--- src/core/port_cd_regs.svh ---
/*
  Register offsets, field positions, reset values and sync depth for the port C/D block.
  Assumes an APB slave with 32-bit data and one aligned word per register.
*/
`ifndef PORT_CD_REGS_SVH
`define PORT_CD_REGS_SVH
// Printed offsets are word indices; the byte address is four times the index.
`define FIRST_DATA_IDX 10'h002
`define SECOND_DATA_IDX 10'h003
`define FIRST_DATA_OFS {`FIRST_DATA_IDX, 2'b00}
`define SECOND_DATA_OFS {`SECOND_DATA_IDX, 2'b00}
`define FIRST_DIR_OFS 12'h010
`define SECOND_DIR_OFS 12'h014
`define FIRST_HIGH_DRIVE_OFS 12'h018
`define PERIPH_CTRL_OFS 12'h01c
`define PIN_STATUS_OFS 12'h020
`define DIR_RESET 8'h00
`define HIGH_DRIVE_RESET 8'h00
`define PERIPH_CTRL_RESET 32'h00000000
`define CTRL_KEYPAD_LSB 0
`define CTRL_TWO_WIRE_BIT 4
`define CTRL_SPI_BIT 5
`define CTRL_CAL_BIT 6
`define CTRL_UPPER_FP_BIT 7
`define CTRL_LOWER_FP_BIT 8
`define CTRL_T1_PS_LSB 9
`define CTRL_T2_PS_LSB 12
`define PS_EXT_CLOCK 3'h7
`define SYNC_STAGES 3
`endif

--- src/core/port_cd_pkg.sv ---
/*
  Types shared by the port C/D block.
  Assumes the register header is included alongside.
*/
package port_cd_pkg;
  typedef struct packed {
    logic [7:0] dout;
    logic [7:0] oe;
  } pin_drive_t;

  typedef struct packed {
    logic [2:0] t2_ps;
    logic [2:0] t1_ps;
    logic lower_fp;
    logic upper_fp;
    logic cal_en;
    logic spi_en;
    logic two_wire_en;
    logic [3:0] keypad_en;
  } periph_ctrl_t;
endpackage

--- src/core/port_cd_gpio.sv ---
/*
  Two 8-bit ports: first port with direction, high drive and frontplane handover; second port
  with data latch and peripheral pin takeover. APB slave on clk.
  Assumes pins come from outside the clock domain; peripheral outputs are on clk.
*/
// Register access over APB was chosen for this implementation.
//
// Function
// - Direction 1 enables buffer, 0 is Hi-Z
// - Reset clears all first-port direction bits
// - Data read: latch if output, pin if input
// - Data write always updates output latch
// - Eight high-drive bits, effective only as output
// - High-drive bit 1 selects high sink
// - Second-port latches survive reset
// - Second-port GPIO follows its direction register
// - Keypad enable takes over pins 7 to 4
// - Two-wire enable makes pins 7,6 open-drain
// - Timer two external clock owns pin 5
// - Timer one external clock owns pin 4
// - SPI enable takes pins 3 to 0
// - Calibration takes pins 3 and 0
// - First-port data latches survive reset
// - Frontplane enables hand first-port nibbles over
`timescale 1ns/10ps
`include "port_cd_regs.svh"

module port_cd_gpio
  import port_cd_pkg::*;
#(
  parameter int WIDTH = 8
) (
  input wire logic clk, // Bus clock
  input wire logic rst_n, // Synchronous reset
  input wire logic psel, // APB select
  input wire logic penable, // APB enable
  input wire logic pwrite, // APB direction
  input wire logic [11:0] paddr, // APB byte address
  input wire logic [31:0] pwdata, // APB write data
  output logic [31:0] prdata, // APB read data
  output logic pready, // APB ready
  output logic pslverr, // APB error
  input wire logic [7:0] first_pin_in, // First-port pin levels
  output logic [7:0] first_pin_out, // First-port pin drive
  output logic [7:0] first_pin_oe, // First-port output enable
  output logic [7:0] first_high_drive, // High sink enable per pin
  input wire logic [7:0] frontplane_out, // Display frontplane levels
  output logic [7:0] frontplane_sel, // Pins owned by frontplane driver
  input wire logic [7:0] second_pin_in, // Second-port pin levels
  output logic [7:0] second_pin_out, // Second-port pin drive
  output logic [7:0] second_pin_oe, // Second-port output enable
  output logic [3:0] keypad_wake_input, // Keypad inputs from pins 7..4
  input wire logic sda_drive_low, // Two-wire data pulls low
  input wire logic scl_drive_low, // Two-wire clock pulls low
  output logic sda_in, // Two-wire data level
  output logic scl_in, // Two-wire clock level
  output logic timer_two_ext_clock, // Timer two external clock
  output logic timer_one_ext_clock, // Timer one external clock
  input wire pin_drive_t spi_drive, // SPI drive on pins 3..0
  output logic [3:0] spi_in, // SPI pin levels 3..0
  input wire logic calibration_out, // Calibration output to pin 3
  output logic calibration_in // Calibration input from pin 0
);

  logic [7:0] first_data_r;
  logic [7:0] second_data_r;
  logic [7:0] first_dir_r;
  logic [7:0] second_dir_r;
  logic [7:0] high_drive_r;
  periph_ctrl_t ctrl_r;
  wire logic [2*WIDTH-1:0] pins_raw;
  wire logic [2*WIDTH-1:0] sync_lvl;
  wire logic [7:0] s1_r;
  wire logic [7:0] s2_r;
  logic [7:0] first_out_nxt, first_oe_nxt, second_out_nxt, second_oe_nxt;
  logic [7:0] fp_sel_nxt;
  logic [31:0] rd_nxt;
  logic wr_en, mapped;

  assign wr_en = psel && penable && pwrite && pready;

  // Pins are asynchronous: three flops per bit, and the filtered level moves only once
  // the second and third flops agree, so one unsettled sample never reaches software.
  assign pins_raw = {second_pin_in, first_pin_in};

  for (genvar i = 0; i < 2 * WIDTH; i++) begin : g_sync
    logic meta_r;
    logic mid_r;
    logic last_r;
    logic level_r;

    always_ff @(posedge clk) begin
      if (!rst_n) begin
        meta_r <= 1'b0;
        mid_r <= 1'b0;
        last_r <= 1'b0;
      end else begin
        meta_r <= pins_raw[i];
        mid_r <= meta_r;
        last_r <= mid_r;
      end
    end

    always_ff @(posedge clk) begin
      if (!rst_n) begin
        level_r <= 1'b0;
      end else if (mid_r == last_r) begin
        level_r <= last_r;
      end
    end

    assign sync_lvl[i] = level_r;
  end

  assign s1_r = sync_lvl[WIDTH-1:0];
  assign s2_r = sync_lvl[2*WIDTH-1:WIDTH];

  // Data latches have no reset.
  always_ff @(posedge clk) begin
    if (wr_en && paddr == `FIRST_DATA_OFS) begin
      first_data_r <= pwdata[7:0];
    end
    if (wr_en && paddr == `SECOND_DATA_OFS) begin
      second_data_r <= pwdata[7:0];
    end
  end

  always_ff @(posedge clk) begin
    if (!rst_n) begin
      first_dir_r <= `DIR_RESET;
    end else if (wr_en && paddr == `FIRST_DIR_OFS) begin
      first_dir_r <= pwdata[7:0];
    end
  end

  always_ff @(posedge clk) begin
    if (!rst_n) begin
      second_dir_r <= `DIR_RESET;
    end else if (wr_en && paddr == `SECOND_DIR_OFS) begin
      second_dir_r <= pwdata[7:0];
    end
  end

  always_ff @(posedge clk) begin
    if (!rst_n) begin
      high_drive_r <= `HIGH_DRIVE_RESET;
    end else if (wr_en && paddr == `FIRST_HIGH_DRIVE_OFS) begin
      high_drive_r <= pwdata[7:0];
    end
  end

  always_ff @(posedge clk) begin
    if (!rst_n) begin
      ctrl_r <= periph_ctrl_t'(15'(`PERIPH_CTRL_RESET));
    end else if (wr_en && paddr == `PERIPH_CTRL_OFS) begin
      ctrl_r <= periph_ctrl_t'(pwdata[14:0]);
    end
  end

  // Pin muxing; later assignments take priority where peripherals overlap.
  always_comb begin
    fp_sel_nxt = {{4{ctrl_r.upper_fp}}, {4{ctrl_r.lower_fp}}};
    first_oe_nxt = first_dir_r | fp_sel_nxt;
    first_out_nxt = (first_data_r & ~fp_sel_nxt) | (frontplane_out & fp_sel_nxt);
    second_oe_nxt = second_dir_r;
    second_out_nxt = second_data_r;
    for (int i = 4; i < 8; i++) begin
      if (ctrl_r.keypad_en[i-4]) begin
        second_oe_nxt[i] = 1'b0;
      end
    end
    if (ctrl_r.t1_ps == `PS_EXT_CLOCK) begin
      second_oe_nxt[4] = 1'b0;
    end
    if (ctrl_r.t2_ps == `PS_EXT_CLOCK) begin
      second_oe_nxt[5] = 1'b0;
    end
    if (ctrl_r.two_wire_en) begin
      second_out_nxt[7:6] = 2'b00;
      second_oe_nxt[7:6] = {sda_drive_low, scl_drive_low};
    end
    if (ctrl_r.spi_en) begin
      second_out_nxt[3:0] = spi_drive.dout[3:0];
      second_oe_nxt[3:0] = spi_drive.oe[3:0];
    end
    if (ctrl_r.cal_en) begin
      second_out_nxt[3] = calibration_out;
      second_oe_nxt[3] = 1'b1;
      second_oe_nxt[0] = 1'b0;
    end
  end

  always_ff @(posedge clk) begin
    if (!rst_n) begin
      first_pin_out <= 8'h00;
    end else begin
      first_pin_out <= first_out_nxt;
    end
  end

  always_ff @(posedge clk) begin
    if (!rst_n) begin
      first_pin_oe <= 8'h00;
    end else begin
      first_pin_oe <= first_oe_nxt;
    end
  end

  always_ff @(posedge clk) begin
    if (!rst_n) begin
      first_high_drive <= 8'h00;
    end else begin
      first_high_drive <= high_drive_r & first_dir_r & ~fp_sel_nxt;
    end
  end

  always_ff @(posedge clk) begin
    if (!rst_n) begin
      frontplane_sel <= 8'h00;
    end else begin
      frontplane_sel <= fp_sel_nxt;
    end
  end

  always_ff @(posedge clk) begin
    if (!rst_n) begin
      second_pin_out <= 8'h00;
    end else begin
      second_pin_out <= second_out_nxt;
    end
  end

  always_ff @(posedge clk) begin
    if (!rst_n) begin
      second_pin_oe <= 8'h00;
    end else begin
      second_pin_oe <= second_oe_nxt;
    end
  end

  always_ff @(posedge clk) begin
    if (!rst_n) begin
      keypad_wake_input <= 4'h0;
    end else begin
      keypad_wake_input <= s2_r[7:4] & ctrl_r.keypad_en;
    end
  end

  always_ff @(posedge clk) begin
    if (!rst_n) begin
      sda_in <= 1'b1;
    end else begin
      sda_in <= s2_r[7] | ~ctrl_r.two_wire_en;
    end
  end

  always_ff @(posedge clk) begin
    if (!rst_n) begin
      scl_in <= 1'b1;
    end else begin
      scl_in <= s2_r[6] | ~ctrl_r.two_wire_en;
    end
  end

  always_ff @(posedge clk) begin
    if (!rst_n) begin
      timer_two_ext_clock <= 1'b0;
    end else begin
      timer_two_ext_clock <= s2_r[5] & (ctrl_r.t2_ps == `PS_EXT_CLOCK);
    end
  end

  always_ff @(posedge clk) begin
    if (!rst_n) begin
      timer_one_ext_clock <= 1'b0;
    end else begin
      timer_one_ext_clock <= s2_r[4] & (ctrl_r.t1_ps == `PS_EXT_CLOCK);
    end
  end

  always_ff @(posedge clk) begin
    if (!rst_n) begin
      spi_in <= 4'h0;
    end else begin
      spi_in <= s2_r[3:0] & {4{ctrl_r.spi_en}};
    end
  end

  always_ff @(posedge clk) begin
    if (!rst_n) begin
      calibration_in <= 1'b0;
    end else begin
      calibration_in <= s2_r[0] & ctrl_r.cal_en;
    end
  end

  always_comb begin
    mapped = 1'b1;
    rd_nxt = 32'h00000000;
    case (paddr)
      `FIRST_DATA_OFS: rd_nxt[7:0] = (first_data_r & first_dir_r) | (s1_r & ~first_dir_r);
      `SECOND_DATA_OFS: rd_nxt[7:0] = (second_data_r & second_dir_r) | (s2_r & ~second_dir_r);
      `FIRST_DIR_OFS: rd_nxt[7:0] = first_dir_r;
      `SECOND_DIR_OFS: rd_nxt[7:0] = second_dir_r;
      `FIRST_HIGH_DRIVE_OFS: rd_nxt[7:0] = high_drive_r;
      `PERIPH_CTRL_OFS: rd_nxt[14:0] = ctrl_r;
      `PIN_STATUS_OFS: rd_nxt[15:0] = {s2_r, s1_r};
      default: mapped = 1'b0;
    endcase
  end

  // One wait state: answer in the access phase's second cycle.
  always_ff @(posedge clk) begin
    if (!rst_n) begin
      pready <= 1'b0;
      pslverr <= 1'b0;
      prdata <= 32'h00000000;
    end else begin
      pready <= psel && penable && !pready;
      pslverr <= psel && penable && !pready && !mapped;
      prdata <= (psel && penable && !pready && !pwrite) ? rd_nxt : 32'h00000000;
    end
  end

endmodule

--- config.mk ---
export PLATFORM = sky130hd
export DESIGN_NAME = port_cd_gpio
export DESIGN_NICKNAME = d
export VERILOG_FILES = /design/src/core/port_cd_pkg.sv /design/src/core/port_cd_gpio.sv
export VERILOG_INCLUDE_DIRS = /design/src /design/src/core
export SDC_FILE = /design/constraint.sdc
export NUM_CORES = 1
export LEC_CHECK = 0
export ABC_AREA = 1
export BUFFER_PORTS_ARGS = -buffer_cell sky130_fd_sc_hd__buf_4
export CORE_MARGIN = 2
export CORE_UTILIZATION = 30
export DETAILED_ROUTE_END_ITERATION = 10
export SLEW_MARGIN = 20
export SYNTH_ARGS = -nofsm -noshare
export SYNTH_HDL_FRONTEND = slang
export SYNTH_SLANG_ARGS = --single-unit
--- constraint.sdc ---
create_clock -name clk -period 2.5 [get_ports clk]
set_input_delay 0.125 -clock clk [delete_from_list [all_inputs] [get_ports clk]]
set_output_delay 0.125 -clock clk [all_outputs]
set_load 0.02 [all_outputs]
* Word level (Yosys, flattened, before mapping)
Index checks and enable logic that the tools add are counted.
** Storage, ports and cells
- Bits in latches :: 0
- Memory bits (read-only) :: 0
- Logic and storage cells :: 180
- Input bits :: 92
- Output and inout port bits :: 95
- Memories kept :: 0
- Bits in registers :: 211
- RAM bits :: 0
** Operators by class
- Muxes and demuxes :: 10
- Bitwise logic cells :: 24
- $mul :: 0
- Eq/ne operators :: 25
- Div/mod/pow operators :: 0
- Reductions and logical operators :: 22
- $lt $le $gt $ge :: 0
- Add/subtract/negate cells :: 0
- Shifts and indexed selects :: 0
** Operators by type and width (count)
- $and A8 B8 Y8 :: 8
- $pmux W8 S7 :: 1
- $eq A12 B5 Y1 const B :: 4
- $or A8 B8 Y8 :: 4
- $eq A12 B4 Y1 const B :: 2
- $not A8 Y8 :: 3
- $eq A1 B1 Y1 :: 16
- $pmux W7 S2 :: 1
- $eq A12 B6 Y1 const B :: 1
- $logic_and A1 B1 Y1 :: 12
- $and A4 B4 Y4 :: 2
- $mux W4 :: 2
- $reduce_or A7 Y1 :: 1
- $eq A3 B3 Y1 const B :: 2
- $reduce_or A3 Y1 :: 2
- $mux W1 :: 5
- $reduce_or A2 Y1 :: 2
- $and A1 B1 Y1 :: 3
- $logic_not A1 Y1 :: 3
- $reduce_and A3 Y1 :: 1
- $mux W2 :: 1
- $not A1 Y1 :: 2
- $or A1 B1 Y1 :: 2
- $reduce_and A2 Y1 :: 1

* Longest topological paths before layout
Gate-level depths: netlist of run 1.
- Word-level depth :: 5
- Gate-level depth with buffers :: 11

* Least setup slack after synthesis of run 1
Ideal clock, no wire load.
- Path kind :: register to register
- From :: register pready
- To :: register first_data_r[0] (enable)
- Cell stages (with the launch flop) :: 5
- Arrival time :: 1363 ps
- Path buffers :: 0
- Path slack :: 767 ps
- Clock period less this slack :: 1733 ps
- Library setup time :: 370 ps
- Required time :: 2130 ps
- Cells stage by stage :: dfxtp_1 -> inv_1 -> nor3_2 -> inv_1 -> nor2_1
** Between the ends
- Longest elaborated chain between the ends :: 2
** Ends and longest elaborated chain
- start, declared :: RTL line port_cd_gpio.sv:41 : output logic pready,
- start signal, assigned :: RTL line port_cd_gpio.sv:319 : pready <= psel && penable && !pready;
- $logic_and A1 B1 Y1 :: RTL line port_cd_gpio.sv:80 : assign wr_en = psel && penable && pwrite && pready;
- $logic_and A1 B1 Y1 (no line)
- end signal, assigned :: RTL line port_cd_gpio.sv:121 : first_data_r <= pwdata[7:0];
- end, declared :: RTL line port_cd_gpio.sv:65 : logic [7:0] first_data_r;
Every way passes these cells.
A chain may end at the register's enable or synchronous reset.

* Final worst setup path of run 1
- From :: register pready
- To :: register high_drive_r[0]
** Between the ends
- Longest elaborated chain between the ends :: 2
** Ends and longest elaborated chain
- $logic_and A1 B1 Y1 :: RTL line port_cd_gpio.sv:80
- $logic_and A1 B1 Y1 (no line)
- end signal, assigned :: RTL line port_cd_gpio.sv:146 : high_drive_r <= `HIGH_DRIVE_RESET;
- end signal, assigned :: RTL line port_cd_gpio.sv:148 : high_drive_r <= pwdata[7:0];
- end, declared :: RTL line port_cd_gpio.sv:69 : logic [7:0] high_drive_r;
Every way passes these cells.

==> out/metrics.cfg, run 1 <==
[synthesis]
synth_top_area_cell=dfxtp_1
synth_edf_count=16
syn_area_um2=7170
synthCells=903
seq_area_frac_synth=0.558
synth_area_per_cell_um2=7.95
yosys-top-cells-area=dfxtp_1 (49%), nand2_1 (9.7%), inv_1 (6.9%)
synth_top_area_share=0.491
synth_warnings=0
ys_ff_latch=192
ys_types=33
yosys_most_used_dff=dfxtp_1
synthArstFlopShare=0

[power]
power_density_nw_per_um2=654
leakagePower_nw=4.52
ir_worst_vdd_uv=316
power_mw=6.26

[layout]
nets=1182
multi_input_area_um2=2390
areaGrowthSynthToFinish_pct=33.4
regArea_um2=4000
layout.cells.non_filler=1421
drive_above_1_share=0.188
n_fill_cell=2441
diodes=0

[clock_network]
post_cts_buffers=0
cts-root-buf=clkbuf_16
clk_latency_ps=440
clock-sinks=192
numCtsBuffers=17
cts_tree=built
cts.clk_slew.worst_paths_ps=70
cts.path.max_buffers=2
postCtsResizedCells=0
cts_max_level=4
postCtsHoldBufs=49

[timing]
hold_viol_final=0
tightestPinTransition_ps=601
worst_slack_ps=561
setup_viol=0
post-route-period-util=0.775
relSlewSlack=0.599
rsz0062_at_grt=no
period_needed_ps=1940
setup_tns_ps=0
finClkSkew_ps=13.5
fmax_mhz=516
final_max_slew_viol_count=0

[global_route]
gr-total-overflow=0
grt_pass1_vias=5724
grt_pass1_wl_mm=29.9
track_usage=0.158
antenna_found_initial=0
grt_max_degree=49

[floorplanning]
fp.dieH_um=159
core_um2=23500
fp-row-count=56
io_pins=187
start_util=0.306
die_area_um2=25200
die_width_um=159

[routing]
dr.pass1.iters=5
ant_nets=0
wl_per_cell_um=13.9
wl_mm=19.7
drc=0
routed_via_density=4.30
vias=6104
initialDrtViolationCount=453

[run_status]
status=finished, final reports clean

[run]
cap_violations=0

[placed_design]
preCtsSetupSlack_ps=623
dpl.hpwl_mm=14.2
dp_cells=1341
portBuffers=145
gp_congestion=0.844

[worst_setup_path]
worstPathRequired_ps=2800
critPathKind=reg2reg
crit_fanout=16
critPathLaunchType=flip-flop
end_kind=flip-flop
worst_ep_arrival_time_ps=2240

[min_path]
hp-class=in2reg

[placed cells by master (no fill, tap or decap), drive strengths merged]
cell type / n
a21oi: 56
maj3: 1
clkinvlp: 1
clkinv: 5
edfxtp: 16
clkbuf: 21
nand2: 190
dlygate4sd3: 49
conb: 16
o2111ai: 1
a21o: 2
nor3: 6
inv: 140
buf: 157
nand3: 72
nor2: 116
nand4: 1
a31oi: 2
dfxtp: 176
o21ai: 58
o31ai: 3
bufinv: 2
a211oi: 1
nor4: 10
[registers in the layout (all words and copies together) (netlist names), 2 cells and up]
register,count
ctrl_r,15
first_data_r,8
first_dir_r,8
first_high_drive,8
first_pin_oe,8
first_pin_out,8
frontplane_sel,2
g_sync.last_r,16
g_sync.level_r,16
g_sync.meta_r,16
g_sync.mid_r,16
high_drive_r,8
keypad_wake_input,4
prdata,16
second_data_r,8
second_dir_r,8
second_pin_oe,8
second_pin_out,8
spi_in,4
[final timing paths]
check	slack, ps	start	to	cells after the start
hold reg to reg	410	g_sync[9].meta_r	g_sync[9].mid_r	2
setup / recovery	560	pready	high_drive_r[0]	5
hold / removal	10	frontplane_out[6]	first_pin_out[6]	3
setup reg to reg	560	pready	high_drive_r[0]	5
[cell type report]
class | instances | area share
multi-input cells | 535 | 0.249
repair buffers | 206 | 0.174
clock buffers | 21 | 0.0493
well taps | 319 | 0.0417
flip-flops and latches | 192 | 0.418
clock inverters | 10 | 0.0128
inverters | 138 | 0.0542
[kinds of logic (layout without fill, tap and decap cells)]
| logic type | after synthesis | in the layout | synth area share |
|---|---|---|---|
| buffers and inverters | 191 | 375 | 0.117 |
| and+or+nand+nor | 395 | 395 | 0.234 |
| AOI/OAI and AO/OA | 123 | 123 | 0.0888 |
| DFF | 192 | 192 | 0.558 |
| adders and majority gates | 1 | 1 | 0.00140 |
| other | 1 | 16 | 0.000523 |
[cell usage after synthesis (5+ instances only)]
| cell type | instances |
|---|---|
| clkbuf_1 | 17 |
| a21oi_1 | 56 |
| nor4_1 | 10 |
| inv_1 | 132 |
| edfxtp_1 | 16 |
| nor2_2 | 7 |
| dfxtp_1 | 176 |
| buf_2 | 5 |
| nand3_1 | 71 |
| buf_4 | 25 |
| nand2_1 | 185 |
| nor2_1 | 106 |
| nand2_2 | 5 |
| nor3_1 | 5 |
| o21ai_0 | 56 |
[routing by layer]
metal	track usage	share of wire	up-vias
met3	0.0348	0.055	21
li1	-	-	3155
met4	0.0652	0.021	0
met2	0.248	0.45	184
met1	0.210	0.47	2744
met5	0	0	-
[where the power goes]
group	internal (mW)	total, mW	switching, mW	leakage [nW]
Clock	1.57	2.77	1.20	0.290
Sequential	3.14	3.15	0.0155	1.57
Combinational	0.158	0.332	0.174	2.65
[metrics by stage]
| stage | instance area [um2] | utilization | hold slack (ps) |
|---|---|---|---|
| final | 9570 | 0.408 | 9.80 |
| after global routing | 9570 | 0.408 | 16.0 |
| after global placement | 8490 | 0.362 | 311 |
| after CTS | 9570 | 0.408 | 15.7 |
| after detailed placement | 8490 | 0.362 | 309 |
| after floorplan | 7230 | - | 223 |
[critical path, stage by stage (launching register included)]
cell     delay (ps)
dfxtp_1         350
inv_1            60
nor3_2          490
nand2_1         530
o21ai_0         310
a21oi_1          60
No activity file was read; power rests on OpenSTA's default activity.
==> inputs of run 2 (changes only) <==
Settings changed: ABC_AREA 1 to 0.
Clock period 2.5 ns to 1.55 ns, I/O delays scaled along.
==> out/metrics.cfg, run 2 <==
[run_status]
status=finished, violations left
failed_checks=negative setup slack

[worst_setup_path]
cpPeakStageDelay_ps=530  ; about the same
worstPathRequired_ps=1870  ; -930 ps
worst_ep_arrival_time_ps=1900  ; -340 ps
crit_family=simple AND/OR/NAND/NOR gates
crit_fanout=39  ; +23
critPathKind=reg2reg
critPathLaunchType=flip-flop
critPathSlowestCell=or4_4
cp_num_buf_inv=1  ; unchanged
end_kind=flip-flop
path_cells=nand4_1 -> or4_4 -> buf_12 -> o21ai_0 -> a21boi_0

[clock_network]
cts.clk_slew.worst_paths_ps=80  ; about the same
numCtsBuffers=17  ; unchanged
clk_latency_ps=440  ; about the same
cts-root-buf=clkbuf_16
cts_max_level=4  ; unchanged
cts.path.max_buffers=2  ; unchanged
clock-sinks=192  ; unchanged
cts_tree=built

[timing]
fmax_mhz=632  ; +23%
tightestPinTransition_ps=594  ; -7.01 ps
finClkSkew_ps=11.7  ; -1.79 ps
setup_viol=15  ; +15
rsz0062_at_grt=yes
post-route-period-util=1.02  ; +0.245
hold_ws_ps=34.5  ; +24.7 ps
worst_slack_ps=-32.1  ; -593 ps
hold_viol_final=0  ; unchanged
final_max_slew_viol_count=0  ; unchanged
period_needed_ps=1580  ; -357 ps
relSlewSlack=0.604  ; +0.00510

[routing]
ant_nets=0  ; unchanged
wl_per_cell_um=17.7  ; +27%
vias=5739  ; -6.0%
wl_met3_mm=1.38  ; +27%
dr.pass1.iters=5  ; unchanged
initialDrtViolationCount=360  ; -21%
route.met2.wl_mm=9.86  ; +11%
wl_mm=21.7  ; +10%
top_layer_used=met4
wl_met1_mm=10.0  ; +7.2%
routed_via_density=4.67  ; +8.7%
drc=0  ; unchanged

[layout]
design_area_um2=9980  ; +4.3%
nets=989  ; -16%
areaGrowthSynthToFinish_pct=39.7
n_fill_cell=2277  ; -6.7%
layout_common_cells=buf_4 (192), dfxtp_1 (175), and2_1 (54)
final_common_cell=buf_4
diodes=0  ; unchanged
post-route-util=0.427  ; +0.0188
drive_above_1_share=0.281  ; +0.0935

[power]
power_mw=10.1  ; +62%
leakagePower_nw=3.96  ; -12%
ir_worst_vdd_uv=613  ; +94%
power_density_nw_per_um2=1010  ; +55%

[floorplanning]
start_util=0.305  ; -0.000368
fp-row-count=56  ; unchanged
core_um2=23400  ; -0.30%
fp.dieH_um=158  ; -0.20%
die_area_um2=25100  ; -0.41%
io_pins=187  ; unchanged
die_width_um=158  ; -0.20%

[synthesis]
synthCells=684  ; -24%
synth_edf_count=16  ; unchanged
synth_top_area_share=0.493  ; +0.00206
synth_area_per_cell_um2=10.4  ; +31%
ys_ff_latch=192  ; unchanged
post-synth-top-count-cell=dfxtp_1
synth_common_cells=dfxtp_1 (176), and2_1 (54), o21ai_0 (46)
synth_warnings=0  ; unchanged
yosys_most_used_dff=dfxtp_1
syn_area_um2=7140  ; -0.42%
ys_types=50  ; +52%
synthArstFlopShare=0  ; unchanged
synth_top_area_cell=dfxtp_1
yosys-top-cells-area=dfxtp_1 (49%), edfxtp_1 (6.7%), mux2i_1 (5.6%)
seq_area_frac_synth=0.560  ; +0.00235

[global_route]
gr-total-overflow=0  ; unchanged
grt_max_degree=69  ; +41%
grt_pass1_wl_mm=31.9  ; +6.6%
track_usage=0.173  ; +0.0147
grt_pass1_vias=5485  ; -4.2%
antenna_found_initial=0  ; unchanged

[placed_design]
preCtsSetupSlack_ps=-361  ; -983 ps
dpl.hpwl_mm=15.0  ; +6.1%
portBuffers=145  ; unchanged
placed_area_um2=8800  ; +3.6%
gp_congestion=0.830  ; -1.7%

[run]
cap_violations=0  ; unchanged

[min_path]
hp-class=in2reg

## run 2: cell count changes after synthesis, sizes merged, moves of 53 or more
cell	delta
a21boi	+55
a21oi	-53
and2	+54
inv	-134
nand2	-164
nor2	-98
## run 2: repair_timing
item | CTS | global route
pin swaps | 1 | 1
endpoints found under the hold margin | 96 | 0
setup buffers | 0 | 2
hold buffers | 51 | 0
gates cloned | 0 | 1
endpoints found under the setup margin | 30 | 59
gates resized for setup | 8 | 22
## run 2: report_power, final
part | internal (mW) | total, mW | leakage [nW] | switching, mW
clock | 2.33 | 4.39 | 0.289 | 2.06
sequential | 5.06 | 5.08 | 1.57 | 0.0229
combinational | 0.335 | 0.654 | 2.10 | 0.319
total | 7.72 | 10.1 | 3.96 | 2.40
## run 2: worst min-delay path, cell delays in order
cell      delay [ps]
buf_4            110
nand4b_1         100
buf_4            120
inv_1             40
## run 2: cell families after synthesis
kind of cell,Yosys count,synth area share
compound gates,155,0.143
buf+inv,72,0.0531
flops,192,0.560
mux,48,0.0702
other cells,1,0.000525
simple gates,216,0.172
## run 2: stage by stage
step                      TNS, ps  std cells
after floorplan            -12080        699
after global placement     -17050       1143
after detailed placement   -17790       1143
after CTS                   -56.1       1226
after global routing        -2060       1229
final                        -190       1229
## run 2: worst paths after layout
check | startpoint | slack (ps) | to | cells past startpoint
min reg2reg | g_sync[14].meta_r | 430 | g_sync[14].mid_r | 1
min | penable | 30 | pready | 4
max | pready | -30 | high_drive_r[6] | 5
max reg2reg | pready | -30 | high_drive_r[6] | 5
## run 2: area by class of cell
cell class | count | area (um2) | share of cell area
multi-input combinational | 435 | 2900 | 0.290
sequential | 192 | 4010 | 0.401
clock inverter | 13 | 146 | 0.0147
tap | 319 | 399 | 0.0400
timing repair buffer | 250 | 2090 | 0.209
inverter | 1 | 3.75 | 0.000376
clock buffer | 19 | 443 | 0.0444
## run 2: layer usage
metal	up-vias	track usage
li1	2796	-
met2	230	0.266
met5	-	0
met3	27	0.0335
met1	2686	0.242
met4	0	0.0588
